===== src/logic/lfcs_pkg.sv =====
// lfcs_pkg: register map, field layout, reset values and source decode of the
// low-frequency clock select block.
// assumes an apb slave with 32-bit data and one aligned word per register.
package lfcs_pkg;

    localparam int unsigned   LFCS_ADDR_W         = 12;
    localparam logic [11:0]   LFCS_OFF_SELECT     = 12'h028;
    localparam logic [11:0]   LFCS_OFF_STATUS     = 12'h02C;

    // select register field positions
    localparam int unsigned   LFCS_B_SRC_LSB      = 0;
    localparam int unsigned   LFCS_A_SRC_LSB      = 2;
    localparam int unsigned   LFCS_A_EXT_BIT      = 16;
    localparam int unsigned   LFCS_B_EXT_BIT      = 20;

    localparam logic [1:0]    LFCS_SRC_RESET      = 2'h1;
    localparam logic          LFCS_EXT_RESET      = 1'h0;

    // source field encodings
    localparam logic [1:0]    LFCS_SRC_OFF        = 2'h0;
    localparam logic [1:0]    LFCS_SRC_RC         = 2'h1;
    localparam logic [1:0]    LFCS_SRC_XTAL       = 2'h2;
    localparam logic [1:0]    LFCS_SRC_HALF       = 2'h3;

    // status register: 15 live bits, fast rc selected/ready/enabled out of reset
    localparam int unsigned   LFCS_STATUS_W       = 15;
    localparam logic [14:0]   LFCS_STATUS_RESET   = 15'h0403;

    // pick the branch clock level from the field, its extension bit and the sources
    function automatic logic lfcs_pick(
        input logic [1:0] src,
        input logic       ext,
        input logic       rc,
        input logic       xtal,
        input logic       half,
        input logic       ultra
    );
        logic r;
        r = 1'b0;
        case (src)
            LFCS_SRC_OFF:  r = ext ? ultra : 1'b0; // RULE_01 RULE_05 RULE_08 RULE_09
            LFCS_SRC_RC:   r = rc;                 // RULE_01 RULE_05
            LFCS_SRC_XTAL: r = xtal;               // RULE_02 RULE_06
            LFCS_SRC_HALF: r = half;               // RULE_03 RULE_07
            default:       r = 1'b0;
        endcase
        return r;
    endfunction : lfcs_pick

endpackage : lfcs_pkg


===== src/logic/lfcs_sel_if.sv =====
// lfcs_sel_if: carries one branch's source field and extension bit from the
// register file to the branch selector.
// assumes both ends run on the same pclk.
`timescale 1ns/10ps
`default_nettype none
interface lfcs_sel_if;
    logic [1:0] src;
    logic       ext;

    modport ctrl (output src, output ext);
    modport sel  (input src, input ext);
endinterface : lfcs_sel_if
`default_nettype wire


===== src/logic/lfcs_top.sv =====
// lfcs_top: apb register file for low-frequency branch source selection and the
// read-only oscillator status register; drives the two branch clocks.
// assumes an apb master on pclk and live oscillator status synchronous to pclk.
// assumes software writes reserved select bits as zero; they are dropped regardless.
//
// Functional notes
// (RULE_01) B field 0 off, 1 slow rc
// (RULE_02) B field 2 selects slow crystal
// (RULE_03) B field 3 selects core clock half
// (RULE_04) B field bits 1:0, A bits 3:2
// (RULE_05) A field 0 off, 1 slow rc
// (RULE_06) A field 2 selects slow crystal
// (RULE_07) A field 3 selects core clock half
// (RULE_08) A field 0 plus extension: ultra slow
// (RULE_09) B extension bit 20 picks ultra slow
// (RULE_10) status read-only, live, fast rc set
//
// The APB interface to the registers was left to the implementer.
`timescale 1ns/10ps
`default_nettype none
module lfcs_top
    import lfcs_pkg::*;
(
    // clock and reset
    input  wire logic                     pclk,
    input  wire logic                     presetn,
    // apb slave
    input  wire logic [LFCS_ADDR_W-1:0]   paddr,
    input  wire logic                     psel,
    input  wire logic                     penable,
    input  wire logic                     pwrite,
    input  wire logic [31:0]              pwdata,
    input  wire logic [3:0]               pstrb,
    output logic      [31:0]              prdata,
    output logic                          pready,
    output logic                          pslverr,
    // oscillator sources and live status
    input  wire logic                     slow_rc_oscillator,
    input  wire logic                     slow_crystal_oscillator,
    input  wire logic                     ultra_slow_rc_oscillator,
    input  wire logic                     le_core_clock,
    input  wire logic [LFCS_STATUS_W-1:0] osc_status_live,
    // branch clocks
    output logic                          branch_a_slow_clock,
    output logic                          branch_b_slow_clock
);

    ////////////////////////////////////////////////////////////////////////////////
    // state

    typedef struct packed {
        // select register
        logic [1:0]               branch_a_source_field;
        logic                     branch_a_extension_bit;
        logic [1:0]               branch_b_source_field;
        logic                     branch_b_extension_bit;
        // live status mirror
        logic [LFCS_STATUS_W-1:0] status;
        // apb answer
        logic [31:0]              rdata;
        logic                     ready;
        logic                     err;
    } lfcs_top_t;

    lfcs_top_t st;
    lfcs_top_t next_st;

    ////////////////////////////////////////////////////////////////////////////////
    // address decode

    function automatic logic lfcs_hit_select(input logic [LFCS_ADDR_W-1:0] a);
        return a == LFCS_OFF_SELECT;
    endfunction : lfcs_hit_select

    function automatic logic lfcs_hit_status(input logic [LFCS_ADDR_W-1:0] a);
        return a == LFCS_OFF_STATUS;
    endfunction : lfcs_hit_status

    // only the two word offsets decode; anything else is refused with an error
    function automatic logic lfcs_mapped(input logic [LFCS_ADDR_W-1:0] a);
        return lfcs_hit_select(a) || lfcs_hit_status(a);
    endfunction : lfcs_mapped

    ////////////////////////////////////////////////////////////////////////////////
    // register images

    // select word: fields in place, reserved bits read as zero
    function automatic logic [31:0] lfcs_select_word(input lfcs_top_t s);
        logic [31:0] v;
        v = 32'h0000_0000;
        v[LFCS_B_SRC_LSB +: 2] = s.branch_b_source_field; // RULE_04
        v[LFCS_A_SRC_LSB +: 2] = s.branch_a_source_field; // RULE_04
        v[LFCS_A_EXT_BIT]      = s.branch_a_extension_bit; // RULE_08
        v[LFCS_B_EXT_BIT]      = s.branch_b_extension_bit; // RULE_09
        return v;
    endfunction : lfcs_select_word

    // status word: live bits low, the upper bits reserved and read as zero
    function automatic logic [31:0] lfcs_status_word(input lfcs_top_t s);
        logic [31:0] v;
        v = 32'h0000_0000;
        v[LFCS_STATUS_W-1:0] = s.status; // RULE_10
        return v;
    endfunction : lfcs_status_word

    function automatic logic [31:0] lfcs_read(input lfcs_top_t s, input logic [LFCS_ADDR_W-1:0] a);
        logic [31:0] v;
        v = 32'h0000_0000;
        if (lfcs_hit_select(a)) begin
            v = lfcs_select_word(s);
        end else if (lfcs_hit_status(a)) begin
            v = lfcs_status_word(s);
        end
        return v;
    endfunction : lfcs_read

    // merge one write into the select fields; a lane with its strobe low keeps its bits
    function automatic lfcs_top_t lfcs_write(input lfcs_top_t s, input logic [31:0] d, input logic [3:0] strb);
        lfcs_top_t r;
        r = s;
        if (strb[0]) begin
            r.branch_b_source_field = d[LFCS_B_SRC_LSB +: 2]; // RULE_04
            r.branch_a_source_field = d[LFCS_A_SRC_LSB +: 2]; // RULE_04
        end
        if (strb[2]) begin
            r.branch_a_extension_bit = d[LFCS_A_EXT_BIT]; // RULE_08
            r.branch_b_extension_bit = d[LFCS_B_EXT_BIT]; // RULE_09
        end
        return r;
    endfunction : lfcs_write

    ////////////////////////////////////////////////////////////////////////////////
    // apb phases

    // pready is high in every access cycle once out of reset, so no wait state is counted
    logic apb_setup;
    logic apb_access;

    assign apb_setup  = psel && !penable;
    assign apb_access = psel && penable;

    ////////////////////////////////////////////////////////////////////////////////
    // register file

    always_comb begin
        next_st        = st;
        next_st.ready  = 1'b1;
        // status mirrors the oscillators one cycle late; software cannot touch it
        next_st.status = osc_status_live; // RULE_10
        // read data and error are prepared in the setup cycle for a zero-wait answer
        if (apb_setup) begin
            next_st.rdata = lfcs_read(st, paddr);
            next_st.err   = !lfcs_mapped(paddr);
        end
        // a write lands only at the access edge; writes to status are ignored
        if (apb_access && pwrite && lfcs_hit_select(paddr)) begin
            next_st = lfcs_write(next_st, pwdata, pstrb);
        end
        if (apb_access) begin
            next_st.err = 1'b0;
        end
    end

    always_ff @(posedge pclk or negedge presetn) begin
        if (!presetn) begin
            // both branches leave reset on the slow rc with their extensions clear
            st.branch_a_source_field  <= LFCS_SRC_RESET;
            st.branch_a_extension_bit <= LFCS_EXT_RESET;
            st.branch_b_source_field  <= LFCS_SRC_RESET;
            st.branch_b_extension_bit <= LFCS_EXT_RESET; // RULE_09
            st.status                 <= LFCS_STATUS_RESET; // RULE_10
            st.rdata                  <= 32'h0000_0000;
            st.ready                  <= 1'b0;
            st.err                    <= 1'b0;
        end else begin
            st <= next_st;
        end
    end

    ////////////////////////////////////////////////////////////////////////////////
    // outputs

    // the error flag is cleared after the access edge, so it stands only in the access cycle
    assign prdata  = st.rdata;
    assign pready  = st.ready;
    assign pslverr = st.err;

    ////////////////////////////////////////////////////////////////////////////////
    // branch selectors

    // a new source is taken at the next pclk edge with no handover between running
    // oscillators, so software should stop the branch's users before switching
    lfcs_sel_if sel_a ();
    lfcs_sel_if sel_b ();

    assign sel_a.src = st.branch_a_source_field;
    assign sel_a.ext = st.branch_a_extension_bit;
    assign sel_b.src = st.branch_b_source_field;
    assign sel_b.ext = st.branch_b_extension_bit;

    lfcs_branch u_branch_a (
        .pclk                     (pclk),
        .presetn                  (presetn),
        .cfg                      (sel_a),
        .slow_rc_oscillator       (slow_rc_oscillator),
        .slow_crystal_oscillator  (slow_crystal_oscillator),
        .ultra_slow_rc_oscillator (ultra_slow_rc_oscillator),
        .le_core_clock            (le_core_clock),
        .slow_clock               (branch_a_slow_clock)
    );

    lfcs_branch u_branch_b (
        .pclk                     (pclk),
        .presetn                  (presetn),
        .cfg                      (sel_b),
        .slow_rc_oscillator       (slow_rc_oscillator),
        .slow_crystal_oscillator  (slow_crystal_oscillator),
        .ultra_slow_rc_oscillator (ultra_slow_rc_oscillator),
        .le_core_clock            (le_core_clock),
        .slow_clock               (branch_b_slow_clock)
    );

endmodule : lfcs_top
`default_nettype wire


===== src/logic/lfcs_branch.sv =====
// lfcs_branch: selects the source of one low-frequency branch and registers it.
// assumes source clocks are far slower than pclk and sampled as plain levels.
`timescale 1ns/10ps
`default_nettype none
module lfcs_branch
    import lfcs_pkg::*;
(
    // clock and reset
    input  wire logic pclk,
    input  wire logic presetn,
    // selection from the register file
    lfcs_sel_if.sel   cfg,
    // source levels
    input  wire logic slow_rc_oscillator,
    input  wire logic slow_crystal_oscillator,
    input  wire logic ultra_slow_rc_oscillator,
    input  wire logic le_core_clock,
    // selected branch clock
    output logic      slow_clock
);

    typedef struct packed {
        logic le_prev;
        logic half;
        logic out;
    } lfcs_branch_t;

    lfcs_branch_t st;
    lfcs_branch_t next_st;

    always_comb begin
        next_st         = st;
        next_st.le_prev = le_core_clock;
        // divide by two: toggle on each rising edge of the core clock level
        if (le_core_clock && !st.le_prev) begin
            next_st.half = ~st.half; // RULE_03 RULE_07
        end
        // registered output trades one pclk of latency for a glitch-free branch
        next_st.out = lfcs_pick(cfg.src, cfg.ext, slow_rc_oscillator, slow_crystal_oscillator,
                                st.half, ultra_slow_rc_oscillator);
    end

    always_ff @(posedge pclk or negedge presetn) begin
        if (!presetn) begin
            st <= '0;
        end else begin
            st <= next_st;
        end
    end

    assign slow_clock = st.out;

endmodule : lfcs_branch
`default_nettype wire


===== config.mk =====
export PLATFORM = sky130hd
export DESIGN_NAME = lfcs_top
export DESIGN_NICKNAME = d
export VERILOG_FILES = /design/src/logic/lfcs_pkg.sv /design/src/logic/lfcs_sel_if.sv /design/src/logic/lfcs_top.sv /design/src/logic/lfcs_branch.sv
export SDC_FILE = /design/constraint.sdc
export NUM_CORES = 1
export LEC_CHECK = 0
export BUFFER_PORTS_ARGS = -buffer_cell sky130_fd_sc_hd__buf_4
export CAP_MARGIN = 40
export CORE_UTILIZATION = 40
export CTS_CLUSTER_DIAMETER = 120
export DETAILED_ROUTE_END_ITERATION = 12
export GPL_TIMING_DRIVEN = 1
export PLACE_DENSITY_LB_ADDON = 0.25
export SKIP_CTS_REPAIR_TIMING = 1
export SKIP_LAST_GASP = 1
export SLEW_MARGIN = 30
export SYNTH_ARGS = -nofsm -noshare
export SYNTH_HDL_FRONTEND = slang
export SYNTH_SLANG_ARGS = --single-unit

===== constraint.sdc =====
create_clock -name pclk -period 1.45 [get_ports pclk]
set_input_delay 0 -clock pclk [delete_from_list [all_inputs] [get_ports pclk]]
set_output_delay 0 -clock pclk [all_outputs]
set_load 0.05 [all_outputs]

==> metrics.md <==
| Metric | Value |
|---|---|
| WL final | `~3.8 mm` |
| CP endpoint kind | `register` |
| I/O pin total | `around 110` |
| Cell count of the worst reg-to-reg path | `1` |
| Port Buffers | `64` |
| Minimum clock period | `1.273 ns` |
| Mapped Cells | `~130` |
| Actual slew at the worst max-slew pin | `around 0.54 ns` |
| Reg2reg start | `sel_a.src[0]$_DFFE_PN1P_` |
| Row cnt | `24` |
| Antenna violations before repair | `0` |
| Power, Total | `0.002641 W` |
| Iter 0 DRT Violations | `slightly below 80` |
| Delay-heaviest family, CP | `simple AND/OR/NAND/NOR gates` |
| Worst-path clk slew | `approximately 0.080 ns` |
| Critical path buffers and inverters | `3` |
| Critical Path RT | `1.68 ns` |
| Worst path cell trace | `buf_4 > or4b_4 > buf_4 > nor4_4 > buf_12 > a32o_1` |
| Starting Density | `42.59%` |
| Avg Inst Size Synth | `14.44 µm²` |
| Pins over their slew limit | `0` |
| CTS root buffer | `clkbuf_8` |
| Crit-path max cell delay | `around 0.57 ns` |
| Final Hold Fails | `0` |
| Total inserted antenna cells | `0` |
| Setup Skew | `approximately 0.006 ns` |
| Remaining antenna violation count after routing | `0` |
| DR vias/cell | `~4.8` |
| VDD IR max | `about 0.00064 V` |
| Tcrit/Tclk final | `between 80% and 90%` |
| Post-synth top area share | `a little over half` |
| Compound-Gate Fraction of Synth Area | `approximately 9%` |
| CP Max Fanout | `17` |
| Post-synth EDFFs | `0` |
| Max-Cap Viols | `0` |
| Final Util | `59.14%` |
| DRT Pass-1 Iters | `8` |
| Synth top cells by count | `dfrtp_1, buf_4, a32o_1` |
| Count leader, synth | `dfrtp_1` |
| RSZ-0062 raised after global routing | `false` |
| Die W | `between 70 and 80 µm` |
| Crit. Startpoint | `paddr[10]` |
| Warnings, synthesis | `0` |
| Routed vias | `~1300` |
| Largest family of logic cells by synthesized area | `buffers and inverters` |
| Area grow syn2layout | `38.87%` |
| Ranking of synthesized cells by area | `dfrtp_1, buf_4, dfstp_2` |
| Fin cells | `roughly 260` |
| Layout Nets | `about 280` |
| DR DRC count | `5` |
| Clk sink count | `45` |
| Inst Count DP | `230` |
| TritonCTS clock tree | `done` |
| Number of synthesized register bits | `between 40 and 50` |
| Reg2Reg Setup Slack | `around 0.25 ns` |
| Setup Crit Path Kind | `in2reg` |
| Core footprint | `between 4000 and 5000 µm²` |
| Worst Setup EP | `prdata[8]$_DFFE_PN0P_` |
| GRT overflow | `0` |
| First-pass GRT wire length | `between 6 and 7 mm` |
| H-tree lvl count | `2` |
| Die height | `between 70 and 80 µm` |
| Ys flop type | `dfrtp_1` |
| Failing checks | `DRC` |
| Crit path arrival time | `roughly 1.5 ns` |
| Slew headroom | `64.15%` |
| Routability Congestion | `around 0.74` |
| Post-Synth XOR/XNOR Area | `less than 1%` |
| Multiplexer share of the synthesized area | `under 10%` |
| FMAX | `around 790 MHz` |
| CTS Buffer Depth | `2` |
| Hold crit path type | `in2reg` |
| Share of cells above drive strength 1 | `a little under half` |
| Status | `finished, violations left` |
| Most numerous cell on the critical path | `buf_4` |
| Post-synthesis adder-cell area fraction | `0%` |
| Worst r2r dst | `u_branch_a.slow_clock$_DFF_PN0_` |
| Skew-Pair Late Insertion Delay | `0.30 ns` |
| Routed len/inst | `14.36 µm` |
| Hpwl dp | `2.703 mm` |
| Post-synth top area cell | `dfrtp_1` |
| Post-Synthesis Cell Area | `between 1500 and 2000 µm²` |
| Sequential area share after synthesis | `~60%` |
| CTS buffer count | `5` |
| Largest net degree at the start of global routing | `46` |
| Simple-gate share of the synthesized area | `around 7.4%` |
| Number of cells on the critical path | `6` |
| Die Area | `5044 µm²` |
| FFs w/ async S/R, synth | `100.0%` |
| Vias in the first global route | `roughly 1300` |
| Pleak | `around 1.3 nW` |
| PD cells | `around 1000 nW/µm²` |
| Netlist cell types | `23` |
| Worst Setup Start Kind | `input pin` |
| Slowest cell on the critical path | `or4b_4` |
| Total track usage | `between 10% and 20%` |
| Count of final setup violators | `0` |
layout make-up:
| cell class | instances | area [µm²] |
|---|---|---|
| Inverter | 2 | 7.507 |
| Clock inverter | 1 | 30.03 |
| Multi-Input combinational cell | 62 | 554.3 |
| Timing Repair Buffer | 93 | 770.7 |
| Clock buffer | 7 | 86.33 |
| Sequential cell | 45 | 1132 |
| Tap cell | 52 | 65.06 |
| Fill cell | 355 | 1828 |
state kept, by name, indices dropped and copies added, names as in the netlist:
register and flops:
u_branch_a.slow_clock 1, pslverr 1, u_branch_b.st 2, sel_b.src 2
u_branch_a.st 1, sel_b.ext 1, sel_a.ext 1, prdata 17
pready 1, u_branch_b.slow_clock 1, st 15, sel_a.src 2
per-layer routing:
layer	up-vias	part of all wire [%]	wire length, µm	track usage (%)
li1	579	-	-	-
met1	620	40	1510	19.17
met2	52	51	1909	25.53
met3	10	6.8	256	6.410
met4	0	2.3	87	7.333
met5	-	0	0	0
how the worst min path moves through the flow:
stage | from | endpoint | cells after the start
after floorplan | presetn | prdata[0]$_DFFE_PN0P_ | 0
after global placement | presetn | pready$_DFF_PN0_ | 1
after detailed placement | presetn | pready$_DFF_PN0_ | 1
after CTS | presetn | pready$_DFF_PN0_ | 1
after global routing | slow_crystal_oscillator | u_branch_b.slow_clock$_DFF_PN0_ | 2
final | slow_crystal_oscillator | u_branch_b.slow_clock$_DFF_PN0_ | 2
cell families after synthesis:
group / Yosys count
xor+xnor: 2
compound gates: 18
buf+inv: 39
mux: 12
simple gates: 14
other cells: 2
flops: 45
where the power goes:
part,internal (W),leakage (nW),switching [W]
Sequential,0.00131,0.572,0.0000293
Combinational,0.000161,0.664,0.000188
Clock,0.000561,0.0585,0.000388
metrics by stage:
step                setup slack (ns)  cell area [µm²]  hold slack, ns  TNS, ns
finish                        0.1774             2646         0.02599        0
global route                  0.1207             2646         0.02043        0
CTS                           0.1661             2406         -0.3049        0
detailed placement           -0.1483             2290         0.02334   -2.873
global placement             -0.1225             2290         0.01421   -2.224
floorplan                    0.01763             1964         -0.2956        0
cells in the final DEF, fill, tap and decap left out, drive strengths merged, types with 2 or more instances in the layout:
master / Yosys / layout
nor4: 3 / 3
or4b: 4 / 4
mux4: 2 / 2
conb: 2 / 16
dfstp: 5 / 5
dfrtp: 40 / 40
mux2: 10 / 10
xnor2: 2 / 2
and2: 2 / 2
clkbuf: 2 / 7
inv: 2 / 2
dlygate4sd3: 0 / 24
a22o: 4 / 4
nand2b: 2 / 2
a32o: 13 / 13
buf: 35 / 69
(Power assumes the default switching activity.)
